==> src/verilog/fpir_pkg.sv <==
/*
 * Constants for the fiber next-page and interrupt register bank:
 * register offsets, field positions, widths and values after reset.
 * Assumes a 12-bit register address and 16-bit register data.
 */
package fpir_pkg;

  // ----------------------------------------------------------------
  // Register bus geometry
  // ----------------------------------------------------------------
  localparam int FPIR_AW = 12;
  localparam int FPIR_DW = 16;
  localparam int FPIR_NIRQ = 10;

  // ----------------------------------------------------------------
  // Register offsets
  // ----------------------------------------------------------------
  localparam logic [FPIR_AW-1:0] FPIR_OFS_PARTNER_NEXT_PAGE = 12'hC08;
  localparam logic [FPIR_AW-1:0] FPIR_OFS_FIBER_CONFIG_0 = 12'hC10;
  localparam logic [FPIR_AW-1:0] FPIR_OFS_FIBER_IRQ_ENABLE = 12'hC18;
  localparam logic [FPIR_AW-1:0] FPIR_OFS_FIBER_IRQ_STATUS = 12'hC19;
  localparam logic [FPIR_AW-1:0] FPIR_OFS_FIBER_TEST_CONTROL = 12'hC1A;

  // ----------------------------------------------------------------
  // Values after reset
  // ----------------------------------------------------------------
  localparam logic [FPIR_DW-1:0] FPIR_RST_PARTNER_NEXT_PAGE = 16'h0000;
  localparam logic [FPIR_NIRQ-1:0] FPIR_RST_IRQ_ENABLE = 10'h3FF;
  localparam logic [FPIR_NIRQ-1:0] FPIR_RST_IRQ_STATUS = 10'h000;

  // ----------------------------------------------------------------
  // Partner next page fields
  // ----------------------------------------------------------------
  localparam int FPIR_NP_MORE_PAGES = 15;
  localparam int FPIR_NP_ACKNOWLEDGE = 14;
  localparam int FPIR_NP_PAGE_TYPE = 13;
  localparam int FPIR_NP_CAN_COMPLY = 12;
  localparam int FPIR_NP_TOGGLE = 11;
  localparam int FPIR_NP_CODE_MSB = 10;

  // ----------------------------------------------------------------
  // Configuration and test control fields
  // ----------------------------------------------------------------
  localparam int FPIR_CFG_USE_SD_PIN = 9;
  localparam int FPIR_TST_REV_LOOPBACK = 5;

  // ----------------------------------------------------------------
  // Interrupt source positions (enable and status alike)
  // ----------------------------------------------------------------
  localparam int FPIR_IRQ_FAR_END_FAULT = 9;
  localparam int FPIR_IRQ_TX_FIFO_FULL = 8;
  localparam int FPIR_IRQ_TX_FIFO_EMPTY = 7;
  localparam int FPIR_IRQ_RX_FIFO_FULL = 6;
  localparam int FPIR_IRQ_RX_FIFO_EMPTY = 5;
  localparam int FPIR_IRQ_LINK_CHANGE = 4;
  localparam int FPIR_IRQ_REMOTE_FAULT = 3;
  localparam int FPIR_IRQ_PRIORITY_FAIL = 2;
  localparam int FPIR_IRQ_NEXT_PAGE_RX = 1;
  localparam int FPIR_IRQ_BASE_PAGE_RX = 0;

endpackage : fpir_pkg

==> src/verilog/fpir_flag_if.sv <==
/*
 * Interface carrying set, clear and flag vectors between the register
 * bank and its sticky flag store. Assumes one clock for both ends.
 */
`timescale 1ns/1ps

interface fpir_flag_if #(
  parameter int N = 10
);
  logic [N-1:0] set;
  logic clr;
  logic [N-1:0] flags;

  modport bank (output set, output clr, input flags);
  modport store (input set, input clr, output flags);
endinterface : fpir_flag_if

==> src/verilog/fpir_sticky.sv <==
/*
 * Bank of sticky pending flags: each bit sets on its event and a clear
 * pulse clears every bit whose event is not present in the same cycle.
 * Assumes set and clear are synchronous to clk_sys.
 */
`timescale 1ns/1ps

module fpir_sticky #(
  parameter int N = 10
) (
  input wire logic clk_sys, // System clock
  input wire logic nrst, // Asynchronous reset, active low
  fpir_flag_if.store fl // Set, clear and flag vectors
);
  import fpir_pkg::*;

  logic [N-1:0] flag_q;
  logic [N-1:0] flag_d;

  // ----------------------------------------------------------------
  // Next value
  // ----------------------------------------------------------------
  // Set beats clear so an event during the clearing read survives
  always_comb begin
    flag_d = (fl.clr ? '0 : flag_q) | fl.set;
  end

  always_ff @(posedge clk_sys or negedge nrst) begin
    if (!nrst) begin
      flag_q <= FPIR_RST_IRQ_STATUS[N-1:0];
    end else begin
      flag_q <= flag_d;
    end
  end

  assign fl.flags = flag_q;

endmodule : fpir_sticky

==> src/verilog/fpir_regs.sv <==
/*
 * Fiber-side register bank: partner next page snapshot, signal detect
 * pin selection, ten-source interrupt enable/status and reverse loopback.
 * Assumes the negotiation engine and FIFOs drive their inputs on clk_sys;
 * only the signal detect pin comes from outside and is synchronised.
 */
// Local design decision: strobed register access.
// Operation
// Partner next page read-only; bit15 more pages
// Bit13 gives partner page type
// Bit12 gives partner can-comply flag
// Bit11 carries partner toggle value
// Bits10-0 hold partner message code
// Config bit9 selects signal detect pin
// Ten enables read/write, all set after reset
// Bit9 is far-end fault received
// Bits8,7 are transmit FIFO full, empty
// Bits6,5 are receive FIFO full, empty
// Bit4 is fiber link status change
// Bit3 is partner remote fault received
// Bit2 is priority resolution failure
// Bits1,0 are next, base page received
// Status pending reads one; read clears
// Test control bit5 enables reverse loopback
// Event during clearing read stays pending
// Interrupt while any enabled status pending
`timescale 1ns/1ps

module fpir_regs (
  input wire logic clk_sys, // System clock, 40 MHz
  input wire logic nrst, // Asynchronous reset, active low
  input wire logic [fpir_pkg::FPIR_AW-1:0] reg_addr, // Register address
  input wire logic [fpir_pkg::FPIR_DW-1:0] reg_wdata, // Write data
  input wire logic reg_wr, // Write strobe
  input wire logic reg_rd, // Read strobe
  output logic [fpir_pkg::FPIR_DW-1:0] reg_rdata, // Read data, cycle after strobe
  input wire logic np_rx_valid, // Partner next page received pulse
  input wire logic [fpir_pkg::FPIR_DW-1:0] np_rx_word, // Received next page word
  input wire logic bp_rx_valid, // Partner base page received pulse
  input wire logic far_end_fault, // Far-end fault indication pulse
  input wire logic tx_fifo_full, // Transmit FIFO full level
  input wire logic tx_fifo_empty, // Transmit FIFO empty level
  input wire logic rx_fifo_full, // Receive FIFO full level
  input wire logic rx_fifo_empty, // Receive FIFO empty level
  input wire logic link_up, // Fiber link status level
  input wire logic remote_fault_rx, // Partner remote fault pulse
  input wire logic priority_fail, // Priority resolution failure pulse
  input wire logic sd_pin, // Signal detect pin, asynchronous
  output logic signal_detect, // Effective signal detect
  output logic rev_loopback_en, // Fiber reverse loopback enable
  output logic irq // Interrupt, active high level
);
  import fpir_pkg::*;

  // ----------------------------------------------------------------
  // Address decode
  // ----------------------------------------------------------------
  logic sel_np;
  logic sel_cfg;
  logic sel_en;
  logic sel_sts;
  logic sel_tst;

  assign sel_np = (reg_addr == FPIR_OFS_PARTNER_NEXT_PAGE);
  assign sel_cfg = (reg_addr == FPIR_OFS_FIBER_CONFIG_0);
  assign sel_en = (reg_addr == FPIR_OFS_FIBER_IRQ_ENABLE);
  assign sel_sts = (reg_addr == FPIR_OFS_FIBER_IRQ_STATUS);
  assign sel_tst = (reg_addr == FPIR_OFS_FIBER_TEST_CONTROL);

  // ----------------------------------------------------------------
  // Partner next page snapshot
  // ----------------------------------------------------------------
  logic [FPIR_DW-1:0] np_page_q;

  // Whole word kept as received; software sees it read-only
  always_ff @(posedge clk_sys or negedge nrst) begin
    if (!nrst) begin
      np_page_q <= FPIR_RST_PARTNER_NEXT_PAGE;
    end else if (np_rx_valid) begin
      np_page_q <= np_rx_word;
    end
  end

  logic partner_more_pages;
  logic partner_page_acknowledge;
  logic partner_page_type;
  logic partner_can_comply;
  logic partner_toggle_bit;
  logic [FPIR_NP_CODE_MSB:0] partner_message_code;

  assign partner_more_pages = np_page_q[FPIR_NP_MORE_PAGES];
  assign partner_page_acknowledge = np_page_q[FPIR_NP_ACKNOWLEDGE];
  assign partner_page_type = np_page_q[FPIR_NP_PAGE_TYPE];
  assign partner_can_comply = np_page_q[FPIR_NP_CAN_COMPLY];
  assign partner_toggle_bit = np_page_q[FPIR_NP_TOGGLE];
  assign partner_message_code = np_page_q[FPIR_NP_CODE_MSB:0];

  // ----------------------------------------------------------------
  // Configuration: signal detect pin selection
  // ----------------------------------------------------------------
  logic use_signal_detect_pin_q;

  always_ff @(posedge clk_sys or negedge nrst) begin
    if (!nrst) begin
      use_signal_detect_pin_q <= 1'b0;
    end else if (reg_wr && sel_cfg) begin
      use_signal_detect_pin_q <= reg_wdata[FPIR_CFG_USE_SD_PIN];
    end
  end

  logic sd_meta_q;
  logic sd_sync_q;

  always_ff @(posedge clk_sys or negedge nrst) begin
    if (!nrst) begin
      sd_meta_q <= 1'b0;
      sd_sync_q <= 1'b0;
    end else begin
      sd_meta_q <= sd_pin;
      sd_sync_q <= sd_meta_q;
    end
  end

  // Pin ignored means the receiver treats the signal as present
  always_ff @(posedge clk_sys or negedge nrst) begin
    if (!nrst) begin
      signal_detect <= 1'b1;
    end else begin
      signal_detect <= use_signal_detect_pin_q ? sd_sync_q : 1'b1;
    end
  end

  // ----------------------------------------------------------------
  // Interrupt enables
  // ----------------------------------------------------------------
  logic [FPIR_NIRQ-1:0] irq_en_q;

  always_ff @(posedge clk_sys or negedge nrst) begin
    if (!nrst) begin
      irq_en_q <= FPIR_RST_IRQ_ENABLE;
    end else if (reg_wr && sel_en) begin
      irq_en_q <= reg_wdata[FPIR_NIRQ-1:0];
    end
  end

  logic far_end_fault_irq_on;
  logic link_change_irq_on;
  logic remote_fault_irq_on;
  logic priority_fail_irq_on;
  logic next_page_rx_irq_on;
  logic base_page_rx_irq_on;

  assign far_end_fault_irq_on = irq_en_q[FPIR_IRQ_FAR_END_FAULT];
  assign link_change_irq_on = irq_en_q[FPIR_IRQ_LINK_CHANGE];
  assign remote_fault_irq_on = irq_en_q[FPIR_IRQ_REMOTE_FAULT];
  assign priority_fail_irq_on = irq_en_q[FPIR_IRQ_PRIORITY_FAIL];
  assign next_page_rx_irq_on = irq_en_q[FPIR_IRQ_NEXT_PAGE_RX];
  assign base_page_rx_irq_on = irq_en_q[FPIR_IRQ_BASE_PAGE_RX];

  // ----------------------------------------------------------------
  // Event detection
  // ----------------------------------------------------------------
  // Levels are edge-detected so a FIFO sitting full raises one event
  logic tx_full_q;
  logic tx_empty_q;
  logic rx_full_q;
  logic rx_empty_q;
  logic link_up_q;

  always_ff @(posedge clk_sys or negedge nrst) begin
    if (!nrst) begin
      tx_full_q <= 1'b0;
      tx_empty_q <= 1'b0;
      rx_full_q <= 1'b0;
      rx_empty_q <= 1'b0;
      link_up_q <= 1'b0;
    end else begin
      tx_full_q <= tx_fifo_full;
      tx_empty_q <= tx_fifo_empty;
      rx_full_q <= rx_fifo_full;
      rx_empty_q <= rx_fifo_empty;
      link_up_q <= link_up;
    end
  end

  logic [FPIR_NIRQ-1:0] evt;

  always_comb begin
    evt = '0;
    evt[FPIR_IRQ_FAR_END_FAULT] = far_end_fault;
    evt[FPIR_IRQ_TX_FIFO_FULL] = tx_fifo_full & ~tx_full_q;
    evt[FPIR_IRQ_TX_FIFO_EMPTY] = tx_fifo_empty & ~tx_empty_q;
    evt[FPIR_IRQ_RX_FIFO_FULL] = rx_fifo_full & ~rx_full_q;
    evt[FPIR_IRQ_RX_FIFO_EMPTY] = rx_fifo_empty & ~rx_empty_q;
    evt[FPIR_IRQ_LINK_CHANGE] = link_up ^ link_up_q;
    evt[FPIR_IRQ_REMOTE_FAULT] = remote_fault_rx;
    evt[FPIR_IRQ_PRIORITY_FAIL] = priority_fail;
    evt[FPIR_IRQ_NEXT_PAGE_RX] = np_rx_valid;
    evt[FPIR_IRQ_BASE_PAGE_RX] = bp_rx_valid;
  end

  // ----------------------------------------------------------------
  // Pending flags
  // ----------------------------------------------------------------
  fpir_flag_if #(.N(FPIR_NIRQ)) flag_bus ();

  assign flag_bus.set = evt;
  assign flag_bus.clr = reg_rd && sel_sts;

  fpir_sticky #(.N(FPIR_NIRQ)) u_sticky (
    .clk_sys(clk_sys),
    .nrst(nrst),
    .fl(flag_bus.store)
  );

  logic [FPIR_NIRQ-1:0] pending;

  assign pending = flag_bus.flags;

  logic far_end_fault_pending;
  logic link_change_pending;
  logic remote_fault_pending;
  logic priority_fail_pending;
  logic next_page_rx_pending;
  logic base_page_rx_pending;

  assign far_end_fault_pending = pending[FPIR_IRQ_FAR_END_FAULT];
  assign link_change_pending = pending[FPIR_IRQ_LINK_CHANGE];
  assign remote_fault_pending = pending[FPIR_IRQ_REMOTE_FAULT];
  assign priority_fail_pending = pending[FPIR_IRQ_PRIORITY_FAIL];
  assign next_page_rx_pending = pending[FPIR_IRQ_NEXT_PAGE_RX];
  assign base_page_rx_pending = pending[FPIR_IRQ_BASE_PAGE_RX];

  // Registered so the pin never glitches on flag updates
  always_ff @(posedge clk_sys or negedge nrst) begin
    if (!nrst) begin
      irq <= 1'b0;
    end else begin
      irq <= |(flag_bus.flags & irq_en_q);
    end
  end

  // ----------------------------------------------------------------
  // Test control: reverse loopback
  // ----------------------------------------------------------------
  always_ff @(posedge clk_sys or negedge nrst) begin
    if (!nrst) begin
      rev_loopback_en <= 1'b0;
    end else if (reg_wr && sel_tst) begin
      rev_loopback_en <= reg_wdata[FPIR_TST_REV_LOOPBACK];
    end
  end

  // ----------------------------------------------------------------
  // Read path
  // ----------------------------------------------------------------
  logic [FPIR_DW-1:0] rd_mux;

  // Reserved and unmapped bits read as zero
  always_comb begin
    rd_mux = '0;
    if (sel_np) begin
      rd_mux = np_page_q;
    end else if (sel_cfg) begin
      rd_mux[FPIR_CFG_USE_SD_PIN] = use_signal_detect_pin_q;
    end else if (sel_en) begin
      rd_mux[FPIR_NIRQ-1:0] = irq_en_q;
    end else if (sel_sts) begin
      rd_mux[FPIR_NIRQ-1:0] = pending;
    end else if (sel_tst) begin
      rd_mux[FPIR_TST_REV_LOOPBACK] = rev_loopback_en;
    end
  end

  always_ff @(posedge clk_sys or negedge nrst) begin
    if (!nrst) begin
      reg_rdata <= '0;
    end else if (reg_rd) begin
      reg_rdata <= rd_mux;
    end else begin
      reg_rdata <= '0;
    end
  end
endmodule : fpir_regs

==> config.mk <==
export PLATFORM = sky130hd
export DESIGN_NAME = fpir_regs
export DESIGN_NICKNAME = d
export VERILOG_FILES = /design/src/verilog/fpir_pkg.sv /design/src/verilog/fpir_flag_if.sv /design/src/verilog/fpir_sticky.sv /design/src/verilog/fpir_regs.sv
export SDC_FILE = /design/constraint.sdc
export NUM_CORES = 1
export LEC_CHECK = 0
export ABC_AREA = 1
export BUFFER_PORTS_ARGS = -buffer_cell sky130_fd_sc_hd__buf_2
export CORE_AREA = 5 5 76 95
export CTS_CLUSTER_DIAMETER = 60
export DETAILED_ROUTE_END_ITERATION = 10
export DIE_AREA = 0 0 81 100
export PLACE_DENSITY = 0.69
export SYNTH_ARGS = -nofsm -noshare
export SYNTH_HDL_FRONTEND = slang
export SYNTH_HIERARCHICAL = 1
export SYNTH_SLANG_ARGS = --single-unit
==> constraint.sdc <==
create_clock -name clk_sys -period 1.12 [get_ports clk_sys]
set_clock_uncertainty 0.05 [all_clocks]
set_input_delay 0.056 -clock clk_sys [delete_from_list [all_inputs] [get_ports clk_sys]]
set_output_delay 0.056 -clock clk_sys [all_outputs]
set_load 0.005 [all_outputs]
# Word-level counts from Yosys, hierarchy flattened
# Index checks and enable logic that the tools add are counted.
dict set report word_totals {
  input_bits 59
  ff_bits 63
  rom_bits 0
  memories 0
  wordCells 48
  latchBits 0
  mem_bits_rw 0
  output_inout_bits 19
}
dict set report op_classes {
  bitwise_logic 11
  add_sub_neg 0
  mul 0
  magnitude_cmp 0
  shifts 0
  div 0
  eq_ne 5
  n_reduce_logical 5
  mux 12
}
# operator n
set op_table {}
lappend op_table {{$eq A12 B12 Y1 const B} 5}
lappend op_table {{$mux W10} 3}
lappend op_table {{$mux W16} 1}
lappend op_table {{$and A10 B10 Y10} 1}
lappend op_table {{$or A10 B10 Y10} 1}
lappend op_table {{$reduce_or A10 Y1} 1}
lappend op_table {{$mux W9} 1}
lappend op_table {{$mux W6} 1}
lappend op_table {{$mux W5} 1}
lappend op_table {{$and A1 B1 Y1} 4}
lappend op_table {{$logic_and A1 B1 Y1} 4}
lappend op_table {{$mux W1} 4}
lappend op_table {{$mux W4} 1}
lappend op_table {{$not A1 Y1} 4}
lappend op_table {{$xor A1 B1 Y1} 1}

# Logic depth before layout (Yosys ltp)
# Gate-level depths: netlist of run 1.
dict set report logic_depth {
  word_depth 7
  ltp_mapped 10
  mapped_depth_nobuf 9
}

# By module
# Netlist of run 1, hierarchy kept.
# module area_per_inst_um2 instances cells_each seq_area_each_um2
set modules_own_cells {}
lappend modules_own_cells {fpir_regs 2321.0 1 265 1340.0}
lappend modules_own_cells {fpir_sticky 366.6 1 41 250.2}

# Least setup slack after synthesis of run 1
# OpenSTA, ideal clock, no wires.
dict set report synth_path {
  path_kind {input to register}
  startpoint {in reg_addr[2] in the netlist's numbering}
  endpoint {reg u_sticky.flag_q[0], in the netlist u_sticky/fl.flags[0]}
  stages 9
  required_ns 0.954
  path_slack_ns 0.048
  t_arrival_ns 0.905
  n_path_buf 1
  path_cell_list {inv_1 > nand2_1 > nor2_1 > buf_2 > nand2_1 > nor2_1 > inv_2 > nand2_1 > nand2_1}
}
dict set report synth_between {
  elab_chain_cells 4
}
# element line_no
set synth_lines {}
lappend synth_lines {{from (decl)} fpir_regs.sv:32} ;# input wire logic [fpir_pkg::FPIR_AW-1:0] reg_addr,
lappend synth_lines {{$eq A12 B12 Y1} fpir_regs.sv:67} ;# assign sel_sts = (reg_addr == FPIR_OFS_FIBER_IRQ_STATUS);
lappend synth_lines {{$logic_and A1 B1 Y1} fpir_regs.sv:208} ;# assign flag_bus.clr = reg_rd && sel_sts;
lappend synth_lines {{net flag_bus.clr} fpir_flag_if.sv:11} ;# logic clr;
lappend synth_lines {{$mux W10} fpir_sticky.sv:25} ;# flag_d = (fl.clr ? '0 : flag_q) | fl.set;
lappend synth_lines {{$or A10 B10 Y10} fpir_sticky.sv:25}
lappend synth_lines {{net u_sticky.flag_d[0]} fpir_sticky.sv:18} ;# logic [N-1:0] flag_d;
lappend synth_lines {{to (signal assigned)} fpir_sticky.sv:30} ;# flag_q <= FPIR_RST_IRQ_STATUS[N-1:0];
lappend synth_lines {{to (signal assigned)} fpir_sticky.sv:32} ;# flag_q <= flag_d;
lappend synth_lines {{to (decl)} fpir_sticky.sv:17} ;# logic [N-1:0] flag_q;
# The timed path passes the listed nets, and every way through them passes these cells.
# A chain may end at the register's enable or synchronous reset.

# Worst setup path in the final report of run 1
dict set report layout_path {
  startpoint {reg signal_detect}
  endpoint {out signal_detect}
}
# element line_no
set layout_rtl {}
lappend layout_rtl {{from (decl)} fpir_regs.sv:49} ;# output logic signal_detect,
lappend layout_rtl {{from (signal assigned)} fpir_regs.sv:129} ;# signal_detect <= use_signal_detect_pin_q ? sd_sync_q : 1'b1;
# No word-level cell between the ends.

==> impl_metrics.env, run 1 <==
export IMPL_grt_pass1_wl_um=10500
export IMPL_clock_latency_ps=330
export IMPL_cp_arrival_ps=960
export IMPL_synth_most_common_cell="nand2_1"
export IMPL_clk_pin_slew_ps=70
export IMPL_grt_max_degree=64
export IMPL_grt_pass1_vias=2400
export IMPL_synth_fp_nets=365
export IMPL_antenna_found_initial=0
export IMPL_routedWlPerCell_um=12.0
export IMPL_post_route_period_util=0.947
export IMPL_synth_distinct_cells=24
export IMPL_die_x_um=81
export IMPL_start_util=0.436
export IMPL_vias=2368
export IMPL_synthesis_area_um2=2690
export IMPL_hold_viol=0
export IMPL_synth_edff_count=0
export IMPL_worst_pin_slew_ps=330
export IMPL_crit_path_max_fanout=1
export IMPL_portBuffers=71
export IMPL_maxCapViolCount=0
export IMPL_required_ps=1010
export IMPL_placed_area_um2=3230
export IMPL_critical_path_buf_inv_count=1
export IMPL_first_pass_iters=4
export IMPL_crit_path_end_kind="output port"
export IMPL_synth_seq_cells=63
export IMPL_avgSynthCellArea_um2=8.78
export IMPL_final_area_um2=3830
export IMPL_max_freq_mhz=942
export IMPL_min_path_type="in -> reg"
export IMPL_fin_crit_ps=1060
export IMPL_cts_max_level=3
export IMPL_critPathSlowestCell="dfstp_2"
export IMPL_grt_ovfl_total=0
export IMPL_clock_sinks=63
export IMPL_peakVddDrop_v=0.000866
export IMPL_ioPinCount=78
export IMPL_power_leakage_nw=2.02
export IMPL_core_area_um2=6170
export IMPL_ys_warn_count=6
export IMPL_ant_nets=0
export IMPL_slowest_delay_ps=520
export IMPL_critical_path_class="reg -> out"
export IMPL_cts_root_buf="clkbuf_8"
export IMPL_drc=0
export IMPL_yosysTopAreaCell="dfrtp_1"
export IMPL_postCtsSetupBuffers=0
export IMPL_area_growth_pct=42.5
export IMPL_yosys_area_top_type_share=0.484
export IMPL_crit_chain="buf_2"
export IMPL_die_h_um=100
export IMPL_rsz0062_at_grt="yes"
export IMPL_async_flop_share=1.00
export IMPL_layout_drive_gt1_share=0.305
export IMPL_rows=32
export IMPL_synth_area_leaders="dfrtp_1 (48%), nand2_1 (14%), dfstp_2 (11%)"
export IMPL_cts_tree="built"
export IMPL_die_area_um2=8100
export IMPL_ys_flop_type="dfrtp_1"
export IMPL_vias_per_cell=4.52
export IMPL_syn_inst=306
export IMPL_slew_viol_final=0
export IMPL_critPathTopFamily="flip-flops"
export IMPL_place_congestion=0.795
export IMPL_numCtsBuffers=9
export IMPL_power_mw=4.75
export IMPL_nets=493
export IMPL_diodes=0
export IMPL_yosysSeqAreaShare=0.592
export IMPL_slew_headroom=0.780
export IMPL_synth_common_cells="nand2_1 (102), dfrtp_1 (52), inv_1 (40), nand3_1 (24), nor2_1 (20)"
export IMPL_hpwl_um=4270
export IMPL_grt_util_all_layers=0.165
export IMPL_setup_violations=0
export IMPL_critPathLaunchType="flop"
export IMPL_totalWireLength_um=6290
export IMPL_status="complete, no violations"
export IMPL_power_density_nw_per_um2=1240
export IMPL_max_clock_path_buffers=2
export IMPL_drtIter0Drc=58
## metrics by stage
stage / setup TNS [ps] / hold WS (ps) / cells / util / setup WS (ps)
2_1_floorplan: 0 / -290 / 306 / - / 48.3
3_3_place_gp: -1510 / 40.7 / 470 / 0.525 / -102
3_5_place_dp: -2650 / 41.1 / 470 / 0.525 / -154
4_1_cts: 0 / 25.2 / 524 / 0.621 / 31.0
5_1_grt: -14.9 / 51.0 / 524 / 0.621 / -14.9
6_report: 0 / 34.5 / 524 / 0.621 / 58.9
## registers in the layout (all words and copies together), names as in the netlist
signal                   count
reg_rdata                   16
rev_loopback_en              1
tx_empty_q                   1
use_signal_detect_pin_q      1
link_up_q                    1
signal_detect                1
rx_empty_q                   1
rx_full_q                    1
sd_sync_q                    1
u_sticky/fl.flags           10
tx_full_q                    1
sd_meta_q                    1
np_page_q                   16
irq_en_q                    10
irq                          1
## cells by family (layout without fill, tap and decap cells)
logic type | count (synthesis) | count (layout) | synth area share
flops | 63 | 63 | 0.592
xor+xnor | 1 | 1 | 0.00326
buf+inv | 52 | 185 | 0.0866
mux | 2 | 2 | 0.00838
compound gates | 27 | 27 | 0.0587
simple gates | 161 | 161 | 0.251
## worst paths after layout
kind | startpoint | end | slack, ps | depth (start not counted)
hold reg to reg | sd_meta_q | sd_sync_q | 300 | 0
min in group asynchronous | nrst | np_page_q[9] | 220 | 3
setup reg to reg | u_sticky/fl.flags[1] | irq | 70 | 4
setup / recovery | signal_detect | signal_detect | 60 | 1
max in group asynchronous | nrst | irq_en_q[7] | 480 | 3
hold / removal | reg_wr | irq_en_q[9] | 30 | 3
## cell usage in the layout (no fill, tap or decap), drive strengths merged, types with 2 or more instances in the layout
cell type    count
nand4            2
a221oi           2
nand3           25
nor3             4
mux2             2
dfrtp           52
dfstp           11
clkbuf          13
nor2            27
nand2          103
inv             42
buf             89
a21oi            3
dlygate4sd3     38
o21ai           22
## power by group
| part | internal [mW] | switching (mW) | total, mW |
|---|---|---|---|
| Sequential | 2.35 | 0.0219 | 2.37 |
| Clock | 1.15 | 0.824 | 1.97 |
| Combinational | 0.210 | 0.201 | 0.411 |
| Total | 3.70 | 1.05 | 4.75 |
## area by class of cell
| cell class | instances | area [µm²] |
|---|---|---|
| Fill cell | 558 | 2340 |
| Sequential cell | 63 | 1590 |
| Timing Repair Buffer | 127 | 896 |
| Multi-Input combinational cell | 191 | 877 |
| Clock buffer | 13 | 159 |
| Inverter | 42 | 158 |
| Tap cell | 85 | 106 |
| Clock inverter | 3 | 42.5 |
## layer usage
| layer | GRT usage | up-vias | routed length, µm |
|---|---|---|---|
| li1 | - | 1198 | - |
| met1 | 0.203 | 1089 | 2690 |
| met2 | 0.281 | 75 | 3160 |
| met3 | 0.0341 | 6 | 375 |
| met4 | 0.0637 | 0 | 65 |
| met5 | 0 | - | 0 |
## repair_timing
action                                  CTS  global route
gates resized for setup                   2             0
endpoints found under the setup margin    1             1
pin swaps                                 0             2
hold endpoints to repair                106             0
hold buffers                             38             0
Note: power is estimated with default switching activity, not from simulation.
==> inputs of run 2 (changes only) <==
clock period = 1 ns   (was 1.12 ns; I/O delays follow)
==> impl_metrics.env, run 2 (synthesis gave the netlist of run 1 again) <==
export IMPL_status="complete, but fails checks"
export IMPL_failed_checks="setup timing"
export IMPL_worstSetupStartpoint="signal_detect"
export IMPL_cts_root_buf="clkbuf_8"
export IMPL_clk_pin_slew_ps=60
export IMPL_ant_nets=0
export IMPL_crit_path_end_kind="output port"
export IMPL_numCtsBuffers=9
export IMPL_crit_path_max_fanout=1
export IMPL_r2r_end="irq"
export IMPL_vias_per_cell=4.41
export IMPL_critPathSlowestCell="dfstp_2"
export IMPL_cts_tree="built"
export IMPL_critPathLaunchType="flop"
export IMPL_layout_drive_gt1_share=0.355
export IMPL_die_x_um=81
export IMPL_final_cells=538
export IMPL_setup_violations=2
export IMPL_fin_tns_setup_ps=-38.8
export IMPL_rows=32
export IMPL_area_growth_pct=49.4
export IMPL_r2r_setup_slack_ps=0
export IMPL_fin_crit_ps=1030
export IMPL_post_place_ws_ps=-283
export IMPL_slew_headroom=0.783
export IMPL_portBuffers=71
export IMPL_diodes=0
export IMPL_grt_pass1_vias=2466
export IMPL_placed_area_um2=3320
export IMPL_finish_utilization=0.651
export IMPL_grt_ovfl_total=0
export IMPL_rsz0062_at_grt="yes"
export IMPL_peakVddDrop_v=0.000641
export IMPL_hpwl_um=4250
export IMPL_worst_slack_ps=-34.6
export IMPL_antenna_found_initial=0
export IMPL_worst_path_stages=1
export IMPL_power_leakage_nw=2.11
export IMPL_min_path_type="in -> reg"
export IMPL_final_cell_mix="nand2_1 (94), buf_2 (70), dfrtp_1 (52)"
export IMPL_die_h_um=100
export IMPL_post_route_period_util=1.03
export IMPL_clock_latency_ps=330
export IMPL_dp_cells=478
export IMPL_slew_viol_final=0
export IMPL_slowest_delay_ps=520
export IMPL_whs_ps=112
export IMPL_critical_path_buf_inv_count=1
export IMPL_start_util=0.436
export IMPL_vias=2370
export IMPL_place_congestion=0.843
export IMPL_drtIter0Drc=57
export IMPL_routedWlPerCell_um=12.1
export IMPL_core_area_um2=6170
export IMPL_totalWireLength_um=6490
export IMPL_nets=508
export IMPL_die_area_um2=8100
export IMPL_critical_path_class="reg -> out"
export IMPL_grt_pass1_wl_um=10600
export IMPL_power_density_nw_per_um2=1240
export IMPL_final_area_um2=4020
export IMPL_max_clock_path_buffers=2
export IMPL_r2r_start="u_sticky/fl.flags[1]"
export IMPL_hold_viol=0
export IMPL_cp_endpoint="signal_detect"
export IMPL_drc=0
export IMPL_max_freq_mhz=967
export IMPL_layout_commonest_cell="nand2_1"
export IMPL_rr_worst_depth=4
export IMPL_cts_max_level=3
export IMPL_power_mw=4.99
export IMPL_worst_pin_slew_ps=326
export IMPL_top_regs="np_page_q: 16 flops, reg_rdata: 16 flops"
export IMPL_grt_util_all_layers=0.169
export IMPL_critPathTopFamily="flip-flops"
export IMPL_required_ps=900
export IMPL_maxCapViolCount=0
export IMPL_cp_arrival_ps=930
export IMPL_clock_sinks=63
export IMPL_ioPinCount=78
export IMPL_first_pass_iters=4
export IMPL_crit_chain="buf_6"
export IMPL_grt_max_degree=64
==> run 2: cell types whose count changed in the layout (fill, tap and decap cells not counted), moves of 4 or more <==
cell     before  now
nand2_2       1    9
nor2_2        7    3
buf_4        16   21
nand2_1     102   94
buf_6         0    9
nor2_4        0    6
==> run 2: repair_timing <==
item / CTS / global route
endpoints found under the setup margin: 5 / 12
pin swaps: 3 / 6
hold buffers: 39 / 0
gates resized for setup: 10 / 16
hold endpoints to repair: 106 / 0
setup buffers: 2 / 3
gates cloned: 0 / 1
==> run 2: routing by layer <==
| layer | part of all wire | vias up | GRT usage | wire (µm) |
|---|---|---|---|---|
| met2 | 0.52 | 60 | 0.287 | 3370 |
| li1 | - | 1228 | - | - |
| met1 | 0.42 | 1072 | 0.199 | 2710 |
| met3 | 0.046 | 10 | 0.0341 | 297 |
| met4 | 0.018 | 0 | 0.0871 | 114 |
| met5 | 0 | - | 0 | 0 |
==> run 2: power breakdown <==
group | internal, mW | switching (mW) | leakage [nW]
clock | 0.939 | 0.905 | 0.0850
sequential | 2.63 | 0.0227 | 0.731
combinational | 0.255 | 0.239 | 1.30
total | 3.82 | 1.17 | 2.11
==> run 2: tightest hold or removal path: stages <==
cell,delay (ps)
buf_2,110
nand2_1,110
nor2_4,80
nand2_2,60
o21ai_2,40
==> run 2: how the worst min path moves through the flow <==
stage                       from       endpoint  slack [ps]  depth (start not counted)
after floorplan             nrst            irq        -300                          0
after global placement      nrst   np_page_q[9]          40                          2
after detailed placement    nrst  np_page_q[14]          30                          2
after CTS                 reg_rd   reg_rdata[9]          40                          5
after global routing      reg_rd   reg_rdata[9]         150                          5
final                     reg_rd   reg_rdata[8]         110                          5
==> run 2: area by class of cell <==
class | count | area [µm²]
flip-flops and latches | 63 | 1590
clock inverters | 4 | 22.5
fillers | 533 | 2150
repair buffers | 142 | 1050
well taps | 85 | 106
clock buffers | 11 | 141
inverters | 42 | 160
multi-input cells | 191 | 948
